===== config.mk =====
export PLATFORM = sky130hd
export DESIGN_NAME = sfe_flash_ctrl
export DESIGN_NICKNAME = d
export VERILOG_FILES = /design/src/rtl/sfe_pkg.sv /design/src/rtl/sfe_link_if.sv /design/src/rtl/sfe_flash_ctrl.sv /design/src/rtl/sfe_pin_sync.sv
export VERILOG_INCLUDE_DIRS = /design/src /design/src/rtl
export SDC_FILE = /design/constraint.sdc
export NUM_CORES = 1
export LEC_CHECK = 0
export BUFFER_PORTS_ARGS = -buffer_cell sky130_fd_sc_hd__buf_2
export CORE_ASPECT_RATIO = 1.75
export CORE_MARGIN = 2
export CORE_UTILIZATION = 45
export CTS_CLUSTER_SIZE = 12
export DETAILED_ROUTE_END_ITERATION = 12
export GPL_TIMING_DRIVEN = 0
export SYNTH_ARGS = -nofsm -noshare
export SYNTH_HDL_FRONTEND = slang
export SYNTH_SLANG_ARGS = --single-unit

===== constraint.sdc =====
create_clock -name clock -period 2.5 [get_ports clock]
set_clock_uncertainty 0.15 [all_clocks]
set_input_delay 0.5 -clock clock [delete_from_list [all_inputs] [get_ports clock]]
set_output_delay 0.5 -clock clock [all_outputs]
set_load 0.1 [all_outputs]

===== src/rtl/sfe_map.svh =====
// Purpose: constants of the serial flash erase and power-down sequencer
// Assumes: a 100 MHz core clock sampling the serial pins
// Notes: times are kept in their own unit, cycle counts derive from them
`ifndef SFE_MAP_SVH
`define SFE_MAP_SVH

// ----------------------------------------------------------------------
// opcodes and frame lengths
// ----------------------------------------------------------------------
`define SFE_OP_WRITE_UNLOCK 8'h06
`define SFE_OP_BLOCK_ERASE 8'hd8
`define SFE_OP_ARRAY_ERASE_A 8'hc7
`define SFE_OP_ARRAY_ERASE_B 8'h60
`define SFE_OP_DEEP_SLEEP 8'hb9
`define SFE_OP_WAKE_ID 8'hab
`define SFE_OPCODE_BITS 6'h08
`define SFE_ADDR_END_BITS 6'h20
`define SFE_BIT_CNT_MAX 6'h3f

// ----------------------------------------------------------------------
// address fields and protection
// ----------------------------------------------------------------------
`define SFE_BLOCK_MSB 23
`define SFE_BLOCK_LSB 16
`define SFE_PROTECT_NONE 4'h0
`define SFE_PROTECT_ALL 4'hf
`define SFE_ID_MSB_IDX 3'h7

// ----------------------------------------------------------------------
// timing
// ----------------------------------------------------------------------
`define SFE_CLK_PERIOD_NS 10
`define SFE_CYC_PER_MS (1000000 / `SFE_CLK_PERIOD_NS)
`define SFE_BLOCK_ERASE_TIME_MS 200
`define SFE_ARRAY_ERASE_TIME_MS 45000
`define SFE_SLEEP_ENTRY_DELAY_NS 3000
`define SFE_WAKE_DELAY_PLAIN_NS 3000
`define SFE_WAKE_DELAY_WITH_ID_NS 1800
`define SFE_SLEEP_ENTRY_CYC (`SFE_SLEEP_ENTRY_DELAY_NS / `SFE_CLK_PERIOD_NS)
`define SFE_WAKE_PLAIN_CYC (`SFE_WAKE_DELAY_PLAIN_NS / `SFE_CLK_PERIOD_NS)
`define SFE_WAKE_WITH_ID_CYC (`SFE_WAKE_DELAY_WITH_ID_NS / `SFE_CLK_PERIOD_NS)
`define SFE_WAIT_W 12

`endif


===== src/rtl/sfe_pkg.sv =====
// Purpose: types shared by the sequencer modules
// Assumes: nothing beyond the map header
// Notes: enums carry no explicit codes
package sfe_pkg;
    // power state of the device
    typedef enum logic [1:0] {PWR_STANDBY, PWR_ENTERING, PWR_ASLEEP, PWR_WAKING} sfe_pwr_t;
    // self-timed erase cycle
    typedef enum logic [1:0] {ERS_IDLE, ERS_BLOCK, ERS_ARRAY} sfe_erase_t;
endpackage : sfe_pkg

===== src/rtl/sfe_link_if.sv =====
// Purpose: synchronised pin events passed from the pin sampler to the core
// Assumes: all members are in the core clock domain
// Notes: pulses last one core clock
`timescale 1ns/1ns
interface sfe_link_if;
    logic sclk_rise;
    logic sclk_fall;
    logic cs_rise;
    logic cs_fall;
    logic cs_low;
    logic data_bit;
    modport src (output sclk_rise, sclk_fall, cs_rise, cs_fall, cs_low, data_bit);
    modport dst (input sclk_rise, sclk_fall, cs_rise, cs_fall, cs_low, data_bit);
endinterface : sfe_link_if


===== src/rtl/sfe_flash_ctrl.sv =====
// Purpose: instruction sequencer for erase, deep sleep and wake with id
// Assumes: serial clock and chip select come from the host, sampled here
// Notes: the array itself is outside; erase_done with block/all names it
`timescale 1ns/1ns
`include "sfe_map.svh"
module sfe_flash_ctrl #(
    parameter longint unsigned BLOCK_ERASE_CYCLES =
        64'(`SFE_BLOCK_ERASE_TIME_MS) * 64'(`SFE_CYC_PER_MS),
    parameter longint unsigned ARRAY_ERASE_CYCLES =
        64'(`SFE_ARRAY_ERASE_TIME_MS) * 64'(`SFE_CYC_PER_MS),
    parameter logic [7:0] DEVICE_ID = 8'h5a // arbitrary value
) (
    // clock and reset
    input wire logic clock,
    input wire logic rst_b,
    // serial pins
    input wire logic sclk,
    input wire logic cs_b,
    input wire logic serial_in,
    output logic serial_out,
    output logic serial_out_oe,
    // configuration
    input wire logic [3:0] protect_level_bits,
    // status
    output logic write_in_progress_flag,
    output logic write_unlock_latch,
    output logic deep_sleep,
    // array erase command
    output logic erase_done,
    output logic erase_all,
    output logic [7:0] erase_block
);
    localparam int CW = $clog2(ARRAY_ERASE_CYCLES + 64'h1);
    localparam int WW = `SFE_WAIT_W;

    // refuse counts the timer cannot hold; busy must stand at least two cycles
    if (BLOCK_ERASE_CYCLES < 64'h2 || ARRAY_ERASE_CYCLES < BLOCK_ERASE_CYCLES) begin : g_chk
        $error("erase cycle counts out of range");
    end

    // ------------------------------------------------------------------
    // protection decode
    // ------------------------------------------------------------------
    // level 0 none, 9 and above all, else the top 2^(level-1) blocks
    function automatic logic block_is_protected(input logic [7:0] blk, input logic [3:0] lvl);
        logic [8:0] first;
        first = 9'h000;
        if (lvl == `SFE_PROTECT_NONE) begin
            return 1'b0;
        end else if (lvl >= 4'h9) begin
            return 1'b1;
        end
        first = 9'h100 - (9'h001 << (lvl - 4'h1));
        return {1'b0, blk} >= first;
    endfunction : block_is_protected

    sfe_link_if link ();

    sfe_pin_sync u_sync (
        .clock(clock),
        .rst_b(rst_b),
        .sclk_pin(sclk),
        .cs_b_pin(cs_b),
        .serial_in_pin(serial_in),
        .link(link)
    );

    logic [5:0] bit_cnt_q, bit_cnt_d;
    logic [31:0] shift_q, shift_d;
    logic [7:0] opcode_q, opcode_d;
    logic frame_ok_q, frame_ok_d;
    logic id_on_q, id_on_d;
    logic [2:0] id_idx_q, id_idx_d;
    logic sout_q, sout_d;
    logic oe_q, oe_d;
    logic wel_q, wel_d;
    logic wip_q, wip_d;
    sfe_pkg::sfe_erase_t ers_q, ers_d;
    logic [CW-1:0] ers_cnt_q, ers_cnt_d;
    logic [7:0] blk_q, blk_d;
    logic all_q, all_d;
    logic done_q, done_d;
    sfe_pkg::sfe_pwr_t pwr_q, pwr_d;
    logic [WW-1:0] wait_q, wait_d;
    logic sleep_q, sleep_d;
    logic awake;
    logic op_ok;
    logic start_block;
    logic start_array;

    // ------------------------------------------------------------------
    // frame decode
    // ------------------------------------------------------------------
    // only a frame that ends exactly after its last bit is executed, except a wake, which may run longer
    always_comb begin
        awake = pwr_q == sfe_pkg::PWR_STANDBY;
        op_ok = link.cs_rise && frame_ok_q;
        start_block = op_ok && awake && bit_cnt_q == `SFE_ADDR_END_BITS
            && opcode_q == `SFE_OP_BLOCK_ERASE && wel_q
            && !block_is_protected(shift_q[`SFE_BLOCK_MSB:`SFE_BLOCK_LSB],
                                   protect_level_bits);
        start_array = op_ok && awake && bit_cnt_q == `SFE_OPCODE_BITS && wel_q
            && (opcode_q == `SFE_OP_ARRAY_ERASE_A || opcode_q == `SFE_OP_ARRAY_ERASE_B)
            && protect_level_bits == `SFE_PROTECT_NONE;
    end

    // ------------------------------------------------------------------
    // serial shifter and identifier output
    // ------------------------------------------------------------------
    always_comb begin
        bit_cnt_d = bit_cnt_q;
        shift_d = shift_q;
        opcode_d = opcode_q;
        frame_ok_d = frame_ok_q;
        id_on_d = id_on_q;
        id_idx_d = id_idx_q;
        sout_d = sout_q;
        oe_d = oe_q;
        if (link.cs_fall) begin
            bit_cnt_d = 6'h00;
            // frames during an erase or a wake delay are not decoded
            frame_ok_d = ers_q == sfe_pkg::ERS_IDLE && pwr_q != sfe_pkg::PWR_WAKING;
        end else if (link.sclk_rise && link.cs_low) begin
            shift_d = {shift_q[30:0], link.data_bit};
            if (bit_cnt_q != `SFE_BIT_CNT_MAX) begin
                bit_cnt_d = bit_cnt_q + 6'h01;
            end
            if (bit_cnt_q == `SFE_OPCODE_BITS - 6'h01) begin
                opcode_d = {shift_q[6:0], link.data_bit};
            end
            // three dummy bytes done: stream the id, awake only
            if (bit_cnt_q == `SFE_ADDR_END_BITS - 6'h01 && frame_ok_q && awake
                && opcode_q == `SFE_OP_WAKE_ID) begin
                id_on_d = 1'b1;
                id_idx_d = `SFE_ID_MSB_IDX;
            end
        end else if (link.sclk_fall && id_on_q && link.cs_low) begin
            // msb first, wraps to repeat the byte
            sout_d = DEVICE_ID[id_idx_q];
            id_idx_d = id_idx_q - 3'h1;
            oe_d = 1'b1;
        end
        if (link.cs_rise || !link.cs_low) begin
            id_on_d = 1'b0;
            oe_d = 1'b0;
        end
    end

    always_ff @(posedge clock or negedge rst_b) begin
        if (!rst_b) begin
            bit_cnt_q <= 6'h00;
            shift_q <= 32'h0000_0000;
            opcode_q <= 8'h00;
            frame_ok_q <= 1'b0;
            id_on_q <= 1'b0;
            id_idx_q <= 3'h7;
            sout_q <= 1'b0;
            oe_q <= 1'b0;
        end else begin
            bit_cnt_q <= bit_cnt_d;
            shift_q <= shift_d;
            opcode_q <= opcode_d;
            frame_ok_q <= frame_ok_d;
            id_on_q <= id_on_d;
            id_idx_q <= id_idx_d;
            sout_q <= sout_d;
            oe_q <= oe_d;
        end
    end

    // ------------------------------------------------------------------
    // unlock latch, erase cycle and power state
    // ------------------------------------------------------------------
    // one timer per cycle kind; erase and power waits never overlap
    always_comb begin
        wel_d = wel_q;
        ers_d = ers_q;
        ers_cnt_d = ers_cnt_q;
        blk_d = blk_q;
        all_d = all_q;
        done_d = 1'b0;
        pwr_d = pwr_q;
        wait_d = wait_q;
        if (op_ok && awake && bit_cnt_q == `SFE_OPCODE_BITS
            && opcode_q == `SFE_OP_WRITE_UNLOCK) begin
            wel_d = 1'b1;
        end
        if (start_block || start_array) begin
            // latch drops at start, well before the cycle ends
            wel_d = 1'b0;
            ers_d = start_block ? sfe_pkg::ERS_BLOCK : sfe_pkg::ERS_ARRAY;
            ers_cnt_d = start_block ? CW'(BLOCK_ERASE_CYCLES - 64'h1)
                                    : CW'(ARRAY_ERASE_CYCLES - 64'h1);
            blk_d = shift_q[`SFE_BLOCK_MSB:`SFE_BLOCK_LSB];
            all_d = start_array;
        end else if (ers_q != sfe_pkg::ERS_IDLE) begin
            if (ers_cnt_q == '0) begin
                ers_d = sfe_pkg::ERS_IDLE;
                done_d = 1'b1;
            end else begin
                ers_cnt_d = ers_cnt_q - CW'(1);
            end
        end
        unique case (pwr_q)
            sfe_pkg::PWR_STANDBY: begin
                if (op_ok && bit_cnt_q == `SFE_OPCODE_BITS
                    && opcode_q == `SFE_OP_DEEP_SLEEP) begin
                    pwr_d = sfe_pkg::PWR_ENTERING;
                    wait_d = WW'(`SFE_SLEEP_ENTRY_CYC - 1);
                end
            end
            sfe_pkg::PWR_ENTERING, sfe_pkg::PWR_ASLEEP: begin
                // only the wake opcode is heard here
                if (op_ok && bit_cnt_q >= `SFE_OPCODE_BITS
                    && opcode_q == `SFE_OP_WAKE_ID) begin
                    pwr_d = sfe_pkg::PWR_WAKING;
                    wait_d = (bit_cnt_q == `SFE_OPCODE_BITS) ? WW'(`SFE_WAKE_PLAIN_CYC - 1)
                                                             : WW'(`SFE_WAKE_WITH_ID_CYC - 1);
                end else if (pwr_q == sfe_pkg::PWR_ENTERING) begin
                    if (wait_q == '0) begin
                        pwr_d = sfe_pkg::PWR_ASLEEP;
                    end else begin
                        wait_d = wait_q - WW'(1);
                    end
                end
            end
            sfe_pkg::PWR_WAKING: begin
                if (wait_q == '0) begin
                    pwr_d = sfe_pkg::PWR_STANDBY;
                end else begin
                    wait_d = wait_q - WW'(1);
                end
            end
        endcase
        wip_d = ers_d != sfe_pkg::ERS_IDLE;
        sleep_d = pwr_d == sfe_pkg::PWR_ASLEEP;
    end

    // reset always lands in standby with no cycle running
    always_ff @(posedge clock or negedge rst_b) begin
        if (!rst_b) begin
            wel_q <= 1'b0;
            wip_q <= 1'b0;
            ers_q <= sfe_pkg::ERS_IDLE;
            ers_cnt_q <= '0;
            blk_q <= 8'h00;
            all_q <= 1'b0;
            done_q <= 1'b0;
            pwr_q <= sfe_pkg::PWR_STANDBY;
            wait_q <= '0;
            sleep_q <= 1'b0;
        end else begin
            wel_q <= wel_d;
            wip_q <= wip_d;
            ers_q <= ers_d;
            ers_cnt_q <= ers_cnt_d;
            blk_q <= blk_d;
            all_q <= all_d;
            done_q <= done_d;
            pwr_q <= pwr_d;
            wait_q <= wait_d;
            sleep_q <= sleep_d;
        end
    end

    // outputs straight from flops
    assign serial_out = sout_q;
    assign serial_out_oe = oe_q;
    assign write_in_progress_flag = wip_q;
    assign write_unlock_latch = wel_q;
    assign deep_sleep = sleep_q;
    assign erase_done = done_q;
    assign erase_all = all_q;
    assign erase_block = blk_q;

    // ------------------------------------------------------------------
    // assertions
    // ------------------------------------------------------------------
    property p_done_ends_busy;
        @(posedge clock) disable iff (!rst_b) done_q |-> $fell(wip_q);
    endproperty
    a_done_ends_busy: assert property (p_done_ends_busy) else $error("erase done without busy end");

    property p_block_needs_unlock;
        @(posedge clock) disable iff (!rst_b) start_block |-> wel_q && !wip_q;
    endproperty
    a_block_needs_unlock: assert property (p_block_needs_unlock) else $error("erase without unlock");

    property p_block_exact_frame;
        @(posedge clock) disable iff (!rst_b)
            start_block |-> bit_cnt_q == `SFE_ADDR_END_BITS && link.cs_rise;
    endproperty
    a_block_exact_frame: assert property (p_block_exact_frame) else $error("bad erase frame");

    property p_start_flags;
        @(posedge clock) disable iff (!rst_b)
            (start_block || start_array) |=> wip_q && !wel_q ##1 wip_q;
    endproperty
    a_start_flags: assert property (p_start_flags) else $error("busy or latch wrong at start");

    property p_no_protected_erase;
        @(posedge clock) disable iff (!rst_b)
            start_block |-> !block_is_protected(shift_q[23:16], protect_level_bits);
    endproperty
    a_no_protected_erase: assert property (p_no_protected_erase) else $error("protected erase");

    property p_array_frame;
        @(posedge clock) disable iff (!rst_b)
            start_array |-> bit_cnt_q == `SFE_OPCODE_BITS && protect_level_bits == 4'h0;
    endproperty
    a_array_frame: assert property (p_array_frame) else $error("bad array erase");

    property p_sleep_after_delay;
        @(posedge clock) disable iff (!rst_b)
            (pwr_q == sfe_pkg::PWR_ENTERING && wait_q == '0 && !op_ok) |=> sleep_q;
    endproperty
    a_sleep_after_delay: assert property (p_sleep_after_delay) else $error("sleep entry late");

    property p_sleep_ignores;
        @(posedge clock) disable iff (!rst_b) sleep_q |-> !(start_block || start_array);
    endproperty
    a_sleep_ignores: assert property (p_sleep_ignores) else $error("command taken asleep");

    property p_busy_keeps_standby;
        @(posedge clock) disable iff (!rst_b)
            (wip_q && pwr_q == sfe_pkg::PWR_STANDBY) |=> pwr_q == sfe_pkg::PWR_STANDBY;
    endproperty
    a_busy_keeps_standby: assert property (p_busy_keeps_standby) else $error("sleep during erase");

    property p_sleep_quiet;
        @(posedge clock) disable iff (!rst_b) sleep_q |-> !oe_q;
    endproperty
    a_sleep_quiet: assert property (p_sleep_quiet) else $error("output driven asleep");

    c_block: cover property (@(posedge clock) disable iff (!rst_b) start_block);
    c_array: cover property (@(posedge clock) disable iff (!rst_b) start_array);
    c_sleep: cover property (@(posedge clock) disable iff (!rst_b) $rose(sleep_q));
    c_id_out: cover property (@(posedge clock) disable iff (!rst_b) $rose(oe_q));
endmodule : sfe_flash_ctrl


===== src/rtl/sfe_pin_sync.sv =====
// Purpose: two-flop synchronisers and edge finders for the serial pins
// Assumes: serial clock well below a quarter of the core clock
// Notes: edges are taken from the second and third stages
`timescale 1ns/1ns
`include "sfe_map.svh"
module sfe_pin_sync (
    // clock and reset
    input wire logic clock,
    input wire logic rst_b,
    // raw pins
    input wire logic sclk_pin,
    input wire logic cs_b_pin,
    input wire logic serial_in_pin,
    // events to the core
    sfe_link_if.src link
);
    // bit 2 serial clock, bit 1 chip select (idles high), bit 0 data
    localparam logic [2:0] PIN_RST = 3'h2;

    logic [2:0] meta_q, meta_d;
    logic [2:0] sync_q, sync_d;
    logic [2:0] prev_q, prev_d;

    // ------------------------------------------------------------------
    // synchroniser chain
    // ------------------------------------------------------------------
    // first stage feeds only the second stage, never logic
    always_comb begin
        meta_d = {sclk_pin, cs_b_pin, serial_in_pin};
        sync_d = meta_q;
        prev_d = sync_q;
    end

    always_ff @(posedge clock or negedge rst_b) begin
        if (!rst_b) begin
            meta_q <= PIN_RST;
            sync_q <= PIN_RST;
            prev_q <= PIN_RST;
        end else begin
            meta_q <= meta_d;
            sync_q <= sync_d;
            prev_q <= prev_d;
        end
    end

    // edge events from stable stages
    assign link.sclk_rise = sync_q[2] & ~prev_q[2];
    assign link.sclk_fall = ~sync_q[2] & prev_q[2];
    assign link.cs_rise = sync_q[1] & ~prev_q[1];
    assign link.cs_fall = ~sync_q[1] & prev_q[1];
    assign link.cs_low = ~sync_q[1];
    assign link.data_bit = sync_q[0];
endmodule : sfe_pin_sync


======== Yosys cells after proc, flatten, opt, wreduce, memory -nomap -nowiden ========
Memories as Yosys holds them, arrays and structs flattened. A register that Yosys moved wholly into a read port is not among the register bits.
Cells that the tools add are included.
operators by class
  add/sub/neg operators ................... 6
  magnitude comparators ................... 3
  eq/ne operators ......................... 22
  shifts and indexed selects .............. 1
  muxes and demuxes ....................... 44
  bitwise operators ....................... 10
  reductions and logical operators ........ 52
operators by type and width
  kind                   count
  $mux 33                4
  $mux 12                4
  $pmux 12 s3            1
  $logic_not 33->1       1
  $sub 33x1->33 const B  1
  $eq 8x8->1 const B     4
  $logic_and 1x1->1      22
  $reduce_bool 2->1      10
  $mux 1                 18
  $mux 2                 9
  $mux 6                 3
  $reduce_and 3->1       5
  $logic_not 12->1       1
  $sub 12x1->12 const B  1
  $ge 8x9->1             1
  $mux 3                 3
  $mux 9                 1
  $shl 1x4->9 const A    1
  $sub 9x9->9 const A    1
  $eq 8x3->1 const B     1
  $eq 8x7->1 const B     1
  $ne 2x1->1 const B     4
  $reduce_and 2->1       4
  $add 6x1->6 const B    1
  other kinds (21)       36
storage, ports and cells
  flip-flop bits (word level) ............. 115
  memory bits (read-only) ................. 8
  bits of input ports ..................... 9
  output and inout bits ................... 15
  logic and storage cells ................. 159
  memories kept ........................... 1
memories
  memory            depth  bits a word  rd ports  clocked after memory_dff  write ports  RTL line               text
  (name not given)  8      1            1         1                         0            sfe_flash_ctrl.sv:139  sout_d = DEVICE_ID[id_idx_q];

======== Logic depth before layout (Yosys ltp) ========
Gate-level depths: netlist (run 1).
  depth in word-level cells ............... 11
  depth in mapped cells ................... 16
  mapped depth without buffers ............ 13

======== Hierarchy ========
A second synthesis (run 1) with hierarchy kept.
second synthesis, totals
  cell total of the unflattened synthesis .. 577
  area total of the unflattened synthesis .. 6007.0 sq um
by module, submodules not included
  module          times used  cells an instance  area an instance (sq um)
  sfe_flash_ctrl  1           564                5769.3
  sfe_pin_sync    1           13                 237.7

======== Worst setup path before layout (run 1) ========
OpenSTA, ideal clock, no wires.
  path kind ............................... input to register
  start ................................... in protect_level_bits[1]
  end ..................................... reg blk_q[5], in the netlist erase_block[5]
  setup time .............................. 0.128 ns
  arrival ................................. 3.373 ns
  required time ........................... 2.222 ns
  setup slack ............................. -1.151 ns
  cell stages on the path ................. 15
  path buffers ............................ 2
  cell sequence ........................... clkbuf_1 nand2b_1 or3_1 ha_1 nor2_1 nand2_1 o22ai_1 ha_1 a211oi_1 nor2_1 a2111oi_0 o311ai_2 and2_1 buf_2 mux2_1
on the way
  longest elaborated chain between the ends .. 8
  elaborated cells on any way between the ends .. 14
ends and longest elaborated chain
  element                 RTL line               text
  start: declaration      sfe_flash_ctrl.sv:23   input wire logic [3:0] protect_level_bits,
  $sub 4x1->4             sfe_flash_ctrl.sv:53   first = 9'h100 - (9'h001 << (lvl - 4'h1));
  $shl 1x4->9             sfe_flash_ctrl.sv:53
  $sub 9x9->9             sfe_flash_ctrl.sv:53
  $ge 8x9->1              sfe_flash_ctrl.sv:54   return {1'b0, blk} >= first;
  $mux 1                  sfe_flash_ctrl.sv:53
  $logic_not 1->1         sfe_flash_ctrl.sv:100  && !block_is_protected(shift_q[`SFE_BLOCK_MSB:`SFE_BLOCK_LSB],
  $logic_and 1x1->1       sfe_flash_ctrl.sv:98   start_block = op_ok && awake && bit_cnt_q == `SFE_ADDR_END_BITS
  $logic_or 1x1->1 (*)    sfe_flash_ctrl.sv:188  if (start_block || start_array) begin
  end signal: assignment  sfe_flash_ctrl.sv:257  blk_q <= blk_d;
  end: declaration        sfe_flash_ctrl.sv:80   logic [7:0] blk_q, blk_d;
Mark *: on every way between the ends. The rest lies on a longest branch, timed or not.
A chain may end at the register's enable or synchronous reset.

======== Final worst setup path (run 1) ========
  start ................................... in protect_level_bits[1]
  end ..................................... reg blk_q[2], in the netlist erase_block[2]
The elaborated chain is that of the path after synthesis.

==> results.txt, run 1 <==
* Syn-to-layout area delta: 28.6%
- Detailed-routed wire length on met2: 7710 µm
- Number of placed instances with taps included: 762
- Number of antenna violations at the first check in global routing: 0
- Area of the core: 0.0129 mm²
- Maximum count of clock buffers along a single path: 2
* Met1 Routed Length: 5320 µm
* Leak: 3.22 nW
- Starting density of the core: between 40% and 50%
- Share of synthesized cell area in and, or, nand and nor gates: 20.8%
* Worst skew pair latency: 0.42 ns
- Depth of the CTS H-tree: 4
- Leaving out fill and tap cells, the most frequent cell in the layout is sky130_fd_sc_hd__dfrtp_1.
- The final layout contains 665 nets.
- Slew @ Worst Pin: 0.608 ns
- Yosys warns: 0
- Final critical-path required period: 3.08 ns
* Top routing layer in use: met4
- Clk Tree Root Cell: sky130_fd_sc_hd__clkbuf_16
- Crit share post-route: 123%
- For this block, the initial DRC count from the detailed router was 165.
- The worst register-to-register path begins at ers_cnt_q[0]$_DFFE_PN0P_.
* Data required time of the critical path: 2.65 ns
- The post-route netlist has 32.5% of its cells at a drive strength greater than 1.
- Worst slew margin relative to its limit: 59.1%
- Via Count: 4675
- Rows: 55
* Detailed-route vias per instance: 5.68
- Global routing used 20.7% of the available tracks.
- The die covers 0.0141 mm².
- Setup violations remaining at the end of the flow were counted as 47.
- After detailed routing, the met3 layer carries 368 µm of wire.
- Once placement finished, the instance area stood at roughly 0.0063 mm².
- Post-Synthesis Cells: 569
- Number of CTS-inserted buffers: 17
- Number of max-cap violations: 0
- XOR/XNOR Fraction of Synth Area: about 5%
- Synthesized-area fraction occupied by adder cells: 3.78%
- Count of flip-flops with a built-in enable after synthesis: 0
- The worst-case IR drop observed on VDD is 481 µV.
- Endpoint arrival time on the critical path: 3.23 ns
* RR Endpoint: ers_cnt_q[20]$_DFFE_PN0P_
- At the end of routability-driven placement, the weighted congestion stood at 0.884.
- Average cell area after synthesis: 10.4 µm²
* Worst setup slack after layout: -0.583 ns
- Flop2flop setup slack: -0.31 ns
- The worst register-to-register path has a depth of 8.
- Power density normalized to cell area: 606 mW/mm²
- TritonCTS built the clock tree.
- Clock Sink Count: 115
* Flip-flop cell with the highest count after synthesis: sky130_fd_sc_hd__dfrtp_1
- The worst setup path is captured at a flip-flop.
- Number of search-and-repair iterations in the first detailed-routing pass: 4
- Final Max Tran Viols: 0
- For this run the aggregate overflow at the end of global routing stands at 0.
- Count of antenna-violating nets left after detailed routing: 0
- Number of placed I/O pins: 24
* Achievable frequency: 324 MHz
* Clock edge transition at the registers on the reported setup and hold paths: 0.06 ns
* Unrepaired setup endpoints after global routing: yes
- Detailed-route DRC error count: 0
- When the netlist entered floorplanning its net count stood at 595.
* Routed length per placed instance: 17.0 µm
- Entering global routing, the biggest net connects 71 pins.
- Die Ht: 155 µm
- Half-perimeter wire length after placement: 9570 µm
* Run status: finished, violations left
- Share of the yosys chip area belonging to registers: 49.0%
* Worst Hold End: u_sync.meta_q[1]$_DFF_PN1_
* Total routed wirelength: 14000 µm
- Combined area of all synthesized cells: 0.00589 mm²
- Crit path launch type: primary input
- Along the worst path, the maximum fanout reaches 7.
- After routing the design area is between 0.007 and 0.008 mm².
* Count of unique library cells instantiated by Yosys: between 60 and 70
* Fin Setup TNS: -22.71 ns
- Kind of path behind the tightest hold check: primary input to flip-flop
* Failing checks: setup timing
- Endpoints failing hold: 0
* Async set or reset register ratio after synthesis: 100%
* Mux share of post-synthesis cell area: 7.79%
- The top cell types in the final layout, fill and taps aside, are sky130_fd_sc_hd__dfrtp_1 (109), sky130_fd_sc_hd__nor2_1 (46), sky130_fd_sc_hd__nand2_1 (40).
- The count of buffers added on input and output ports is 21.
- Combinational family with the most area after synthesis: simple AND/OR/NAND/NOR gates
- 0 antenna diodes ended up in the layout.
- First-pass GRT wire length: between 20000 and 25000 µm
* Compound-gate portion of the synthesized area: between 10% and 20%
- Counting flops and latches in the post-synthesis netlist gives 115.
- Post-layout instance count excluding filler cells: between 800 and 900
- Via count of the first global-routing pass: between 4000 and 5000
- Along the worst hold path, the cell count comes to 1.
- Hold is met by around 0.041 ns.
- Hold_sp: cs_b
* Worst setup path category: primary input to flip-flop
- From left edge to right edge, the die measures 90.5 µm.
where the power goes:
| part | internal (mW) | switching [mW] | leakage, nW |
|---|---|---|---|
| Sequential | 1.91 | 0.0341 | 1.42 |
| Combinational | 0.0830 | 0.101 | 1.52 |
| Clock | 1.59 | 0.869 | 0.283 |
| Total | 3.58 | 1.00 | 3.22 |
critical path: stages:
cell and delay (ns):
sky130_fd_sc_hd__buf_6 0.10, sky130_fd_sc_hd__clkbuf_16 0.13, sky130_fd_sc_hd__nand2b_4 0.13, sky130_fd_sc_hd__or3_4 0.34, sky130_fd_sc_hd__ha_4 0.19, sky130_fd_sc_hd__nor2_4 0.08
sky130_fd_sc_hd__nand2_2 0.08, sky130_fd_sc_hd__o22ai_4 0.19, sky130_fd_sc_hd__ha_4 0.23, sky130_fd_sc_hd__a211oi_2 0.19, sky130_fd_sc_hd__nor2_2 0.08, sky130_fd_sc_hd__a2111oi_4 0.25
sky130_fd_sc_hd__o311ai_4 0.14, sky130_fd_sc_hd__buf_6 0.17, sky130_fd_sc_hd__nand2_8 0.08, sky130_fd_sc_hd__mux2_2 0.34
synthesized netlist by cell type (all sizes together), types with 3 or more instances:
library cell / n / area [µm²]
dfrtp: 109 / 2730
a21boi: 5 / 37.5
a2111oi: 3 / 32.5
nand2b: 8 / 50.1
a21oi: 14 / 70.1
clkbuf: 14 / 52.6
o31ai: 5 / 37.5
nor3b: 3 / 22.5
o22ai: 4 / 25.0
nand3b: 7 / 52.6
nand3: 15 / 75.1
nor2: 57 / 214
or4: 8 / 60.1
xnor2: 18 / 158
ha: 17 / 213
or3: 11 / 68.8
inv: 20 / 75.1
dfstp: 6 / 158
nand2: 51 / 191
mux2: 39 / 439
o41ai: 5 / 51.3
o21ai: 21 / 105
or4b: 3 / 30.0
nand4b: 8 / 70.1
nor4: 17 / 128
xor2: 16 / 140
a211o: 3 / 26.3
a31oi: 8 / 56.3
buf: 8 / 40.0
nor4b: 3 / 26.3
nor3: 19 / 100
and3: 3 / 18.8
nand4: 6 / 37.5
per-layer routing:
metal	vias up	GRT usage, %
li1	2201	-
met1	2331	20.7
met2	96	38.7
met3	47	4.21
met4	0	12.5
met5	-	0
state kept, by name (all words and copies together), names as in the netlist:
signal,cells
bit_cnt_q,6
deep_sleep,1
erase_all,1
erase_block,8
erase_done,1
ers_cnt_q,33
ers_q,2
frame_ok_q,1
id_idx_q,3
id_on_q,1
opcode_q,8
pwr_q,2
serial_out,1
serial_out_oe,1
shift_q,24
u_sync.meta_q,3
u_sync.prev_d,3
u_sync.prev_q,2
wait_q,12
write_in_progress_flag,1
write_unlock_latch,1
cell families after synthesis:
group | after synthesis
AOI/OAI and AO/OA | 89
DFF | 115
and+or+nand+nor | 230
xor gates and xnor gates | 34
muxes | 41
buffers and inverters | 42
adders and majority gates | 18
how the worst max path moves through the flow:
stage / start / endpoint / slack (ns)
5_1_grt: protect_level_bits[1] / erase_block[2]$_DFFE_PN0P_ / -0.68
2_1_floorplan: protect_level_bits[1] / erase_block[5]$_DFFE_PN0P_ / -0.88
3_3_place_gp: protect_level_bits[3] / ers_cnt_q[28]$_DFFE_PN0P_ / -1.48
3_5_place_dp: protect_level_bits[3] / ers_cnt_q[28]$_DFFE_PN0P_ / -1.57
6_report: protect_level_bits[1] / erase_block[2]$_DFFE_PN0P_ / -0.58
4_1_cts: protect_level_bits[1] / erase_block[6]$_DFFE_PN0P_ / -0.63
through the flow:
stage / utilization, % / setup slack, ns / total power [mW]
6_report: 58.9 / -0.583 / 4.59
5_1_grt: 58.9 / -0.685 / 4.75
4_1_cts: 57.3 / -0.633 / 4.64
3_5_place_dp: 49.2 / -1.57 / 2.14
3_3_place_gp: 48.9 / -1.48 / 2.13
2_1_floorplan: - / -0.882 / 2.06
what timing repair did:
action	4_1_cts	5_1_grt
endpoints found under the hold margin	45	0
buffers inserted	19	12
hold buffers	1	0
cloned	1	1
pin swaps	13	10
endpoints found under the setup margin	70	62
gates resized for setup	58	40
final cells by class:
cell class / count / area [µm²]
buffer: 18 / 128
clock buffer: 20 / 447
clock inverter: 12 / 156
fill: 1078 / 5290
inverter: 20 / 77.6
multi-input combinational: 412 / 3210
sequential: 115 / 2890
tap: 171 / 214
timing repair buffer: 55 / 460
Power figures use the tool's default switching activity.
==> run 2: changes to the inputs <==
--- a/config.mk
+++ b/config.mk
@@ -7,12 +7,14 @@
 export NUM_CORES = 1
 export LEC_CHECK = 0
 export BUFFER_PORTS_ARGS = -buffer_cell sky130_fd_sc_hd__buf_2
+export CAP_MARGIN = 20
 export CORE_ASPECT_RATIO = 1.75
 export CORE_MARGIN = 2
 export CORE_UTILIZATION = 45
 export CTS_CLUSTER_SIZE = 12
 export DETAILED_ROUTE_END_ITERATION = 12
 export GPL_TIMING_DRIVEN = 0
+export SETUP_SLACK_MARGIN = 0.15
 export SYNTH_ARGS = -nofsm -noshare
 export SYNTH_HDL_FRONTEND = slang
 export SYNTH_SLANG_ARGS = --single-unit
==> run 2 against run 1 <==
Effect of this change: the flow still finishes with violations (setup timing); die area unchanged; sequential power hardly changed; final area rose by 3.8%; power fell by 1.9%; global-route usage shrank 0.30 points; sequential share of layout area shrank 1.4 points; critical path type unchanged; largest power group unchanged.
==> results.txt, run 2 (same netlist as run 1, synthesis figures left out) <==
- Run status: finished, violations left (unchanged).
* Failing checks: setup timing (unchanged)
- The count of pins on the block boundary is 24 (unchanged).
- Via count of the first global-routing pass: 4838 (was 4870)
- Count of antenna-violating nets left after detailed routing: 0 (unchanged)
- The max-capacitance violation count was 0 (unchanged).
- CTS tree: yes (unchanged)
- The ratio of total power to cell area was 572 mW/mm² (was 606 mW/mm²).
* Endpoint arrival time on the critical path: 3.29 ns (was 3.23 ns)
* Leak: 3.35 nW (was 3.22 nW)
* Number of CTS-inserted buffers: 17 (unchanged)
- The first-pass GRT wire length came to 22900 µm (was 23100 µm).
* Antenna cells: 0 (unchanged)
* Number of search-and-repair iterations in the first detailed-routing pass: 5 (was 4)
* Data required time of the critical path: 2.63 ns (was 2.65 ns)
* Final Max Tran Viols: 0 (unchanged)
* Fin Setup TNS: -26.18 ns (was -22.71 ns)
* Slew @ Worst Pin: 0.624 ns (was 0.608 ns)
* Die area: 0.0141 mm² (unchanged)
* Largest registers: ers_cnt_q: 33 flops, shift_q: 24 flops, wait_q: 12 flops (unchanged)
- Unrepaired setup endpoints after global routing: yes (unchanged)
- Crit path launch type: primary input (unchanged)
- DRC violation total after the first TritonRoute iteration: 189 (was 165)
- Hold Slack: 0.0432 ns (was 0.0414 ns)
- The detailed-route DRC error count was 0 (unchanged).
* Number of buffer cells added on primary ports: 21 (unchanged)
- Clk Tree Root Cell: sky130_fd_sc_hd__clkbuf_16 (unchanged)
- Die width: 90.5 µm (unchanged)
- Leading cell type in the layout, fill and taps excluded: sky130_fd_sc_hd__dfrtp_1 (unchanged)
- The hold violation count in the final report came to 0 (unchanged).
* Net count, final: 672 (was 665)
* Worst setup path category: primary input to flip-flop (unchanged)
- Half-perimeter wire length after placement: 9390 µm (was 9570 µm)
* Syn-to-layout area delta: 33.5% (was 28.6%)
- Maximum count of clock buffers along a single path: 2 (unchanged)
- Global router's overall resource usage: 20.4% (was 20.7%)
- The flip-flop count of the largest register, all copies and words added came to 33 (unchanged).
* Via Count: 4691 (was 4675)
- The setup slack on the worst flop-to-flop path is -0.30 ns (was -0.31 ns).
- Final critical-path required period: 3.16 ns (was 3.08 ns)
* Final setup viols: 51 (was 47)
- Routed length per placed instance: 16.9 µm (was 17.0 µm)
- Die Ht: 155 µm (unchanged)
- Commonest cells after routing, fill and taps aside: sky130_fd_sc_hd__dfrtp_1 (109), sky130_fd_sc_hd__nand2_1 (50), sky130_fd_sc_hd__nor2_1 (40) (was sky130_fd_sc_hd__dfrtp_1 (109), sky130_fd_sc_hd__nor2_1 (46), sky130_fd_sc_hd__nand2_1 (40)).
- The clock-pin slew on the worst setup and hold paths came to 0.05 ns (was 0.06 ns).
- The share of final-layout standard cells stronger than drive strength 1 was 35.7% (was 32.5%).
- Placer Congestion: 0.898 (was 0.884)
- The remaining global-route overflow was 0 (unchanged).
- Biggest register: ers_cnt_q (unchanged)
- Area of the core: 0.0129 mm² (unchanged)
* Endpoint type of the worst setup path: flip-flop (unchanged)
* Total routed wirelength: 14000 µm (about the same)
* Number of antenna violations at the first check in global routing: 0 (unchanged)
* Achievable frequency: 316 MHz (was 324 MHz)
- The site row count was 55 (unchanged).
- The largest fanout of any net on the critical path was 7 (unchanged).
- The insertion delay to the later sink of the worst-skew pair was 0.40 ns (was 0.42 ns).
* Crit share post-route: 127% (was 123%)
* Worst slew margin relative to its limit: 58.4% (was 59.1%)
- The final worst setup slack came to -0.663 ns (was -0.583 ns).
- Count of fill cells added during filler insertion: 1078 (unchanged)
* Pre-CTS setup slack: -1.47 ns (was -1.57 ns)
* Clock Sink Count: 115 (unchanged)
- The maximum level of the CTS H-tree came to 4 (unchanged).
- The number of vias per cell after detailed routing came to 5.65 (was 5.68).
- The pin count of the biggest net entering global routing was 74 (was 71).
* VDD IR-drop max: 422 µV (was 481 µV)
- Kind of path behind the tightest hold check: primary input to flip-flop (unchanged)
- The total design power came to 4.50 mW (was 4.59 mW).
- The starting density of the core is 45.8% (unchanged).
-- run 2: cell count changes in the layout (fill, tap and decap cells not counted), sizes merged --
cell      change
buf           +5
clkinv        +1
clkinvlp      -1
inv           -2
bufinv        -1
clkbuf        +5
-- run 2: report_power, final --
part | switching, mW | internal, mW | leakage [nW]
sequential | 0.0319 | 1.91 | 1.42
combinational | 0.0986 | 0.0835 | 1.64
clock | 0.815 | 1.56 | 0.285
-- run 2: through the flow --
step                      std cells  utilization (%)  cell area (µm²)
after floorplan                 569                -             6020
after global placement          761             49.2             6330
after detailed placement        762             49.5             6370
after CTS                       817             58.5             7530
after global routing            830             61.1             7870
final                           830             61.1             7870
-- run 2: worst paths after layout --
check | start | to | depth (start not counted)
setup / recovery | protect_level_bits[1] | erase_block[7]$_DFFE_PN0P_ | 14
hold / removal | cs_b | u_sync.meta_q[1]$_DFF_PN1_ | 1
setup reg to reg | ers_cnt_q[0]$_DFFE_PN0P_ | ers_cnt_q[20]$_DFFE_PN0P_ | 8
hold reg to reg | u_sync.meta_q[0]$_DFF_PN0_ | u_sync.prev_d[0]$_DFF_PN0_ | 0
max in group asynchronous | rst_b | u_sync.prev_q[1]$_DFF_PN1_ | 3
min in group asynchronous | rst_b | erase_block[5]$_DFFE_PN0P_ | 2
-- run 2: what timing repair did --
item	4_1_cts	5_1_grt
gates cloned	1	0
endpoints found under the hold margin	42	0
endpoints found under the setup margin	78	74
hold buffers	1	0
pin swaps	32	25
buffers inserted	21	13
resized for setup	83	50
-- run 2: worst max-delay path: stages --
cell and delay [ns]:
sky130_fd_sc_hd__buf_6 0.10, sky130_fd_sc_hd__clkbuf_16 0.13, sky130_fd_sc_hd__nand2b_4 0.13, sky130_fd_sc_hd__or3_4 0.34, sky130_fd_sc_hd__ha_4 0.17, sky130_fd_sc_hd__buf_4 0.14, sky130_fd_sc_hd__xnor2_1 0.12, sky130_fd_sc_hd__ha_1 0.19
sky130_fd_sc_hd__a211o_1 0.32, sky130_fd_sc_hd__a2111oi_4 0.41, sky130_fd_sc_hd__o311ai_4 0.13, sky130_fd_sc_hd__and2_4 0.20, sky130_fd_sc_hd__buf_6 0.13, sky130_fd_sc_hd__mux2_4 0.29
-- run 2: per-layer routing --
metal / global-route usage (%) / up-vias / wire length, µm
met1: 21.2 / 2347 / 5340
met4: 11.9 / 0 / 595
li1: - / 2215 / -
met5: 0 / - / 0
met3: 3.68 / 38 / 332
met2: 37.8 / 91 / 7740
-- run 2: final cells by class --
type,count,area [µm²],share of cell area [%]
Clock inverter,9,103,1.30
Timing Repair Buffer,58,498,6.33
Buffer,22,175,2.23
Clock buffer,23,488,6.20
Inverter,20,87.6,1.11
Multi-Input combinational cell,412,3420,43.4
Tap cell,171,214,2.72
Sequential cell,115,2890,36.7
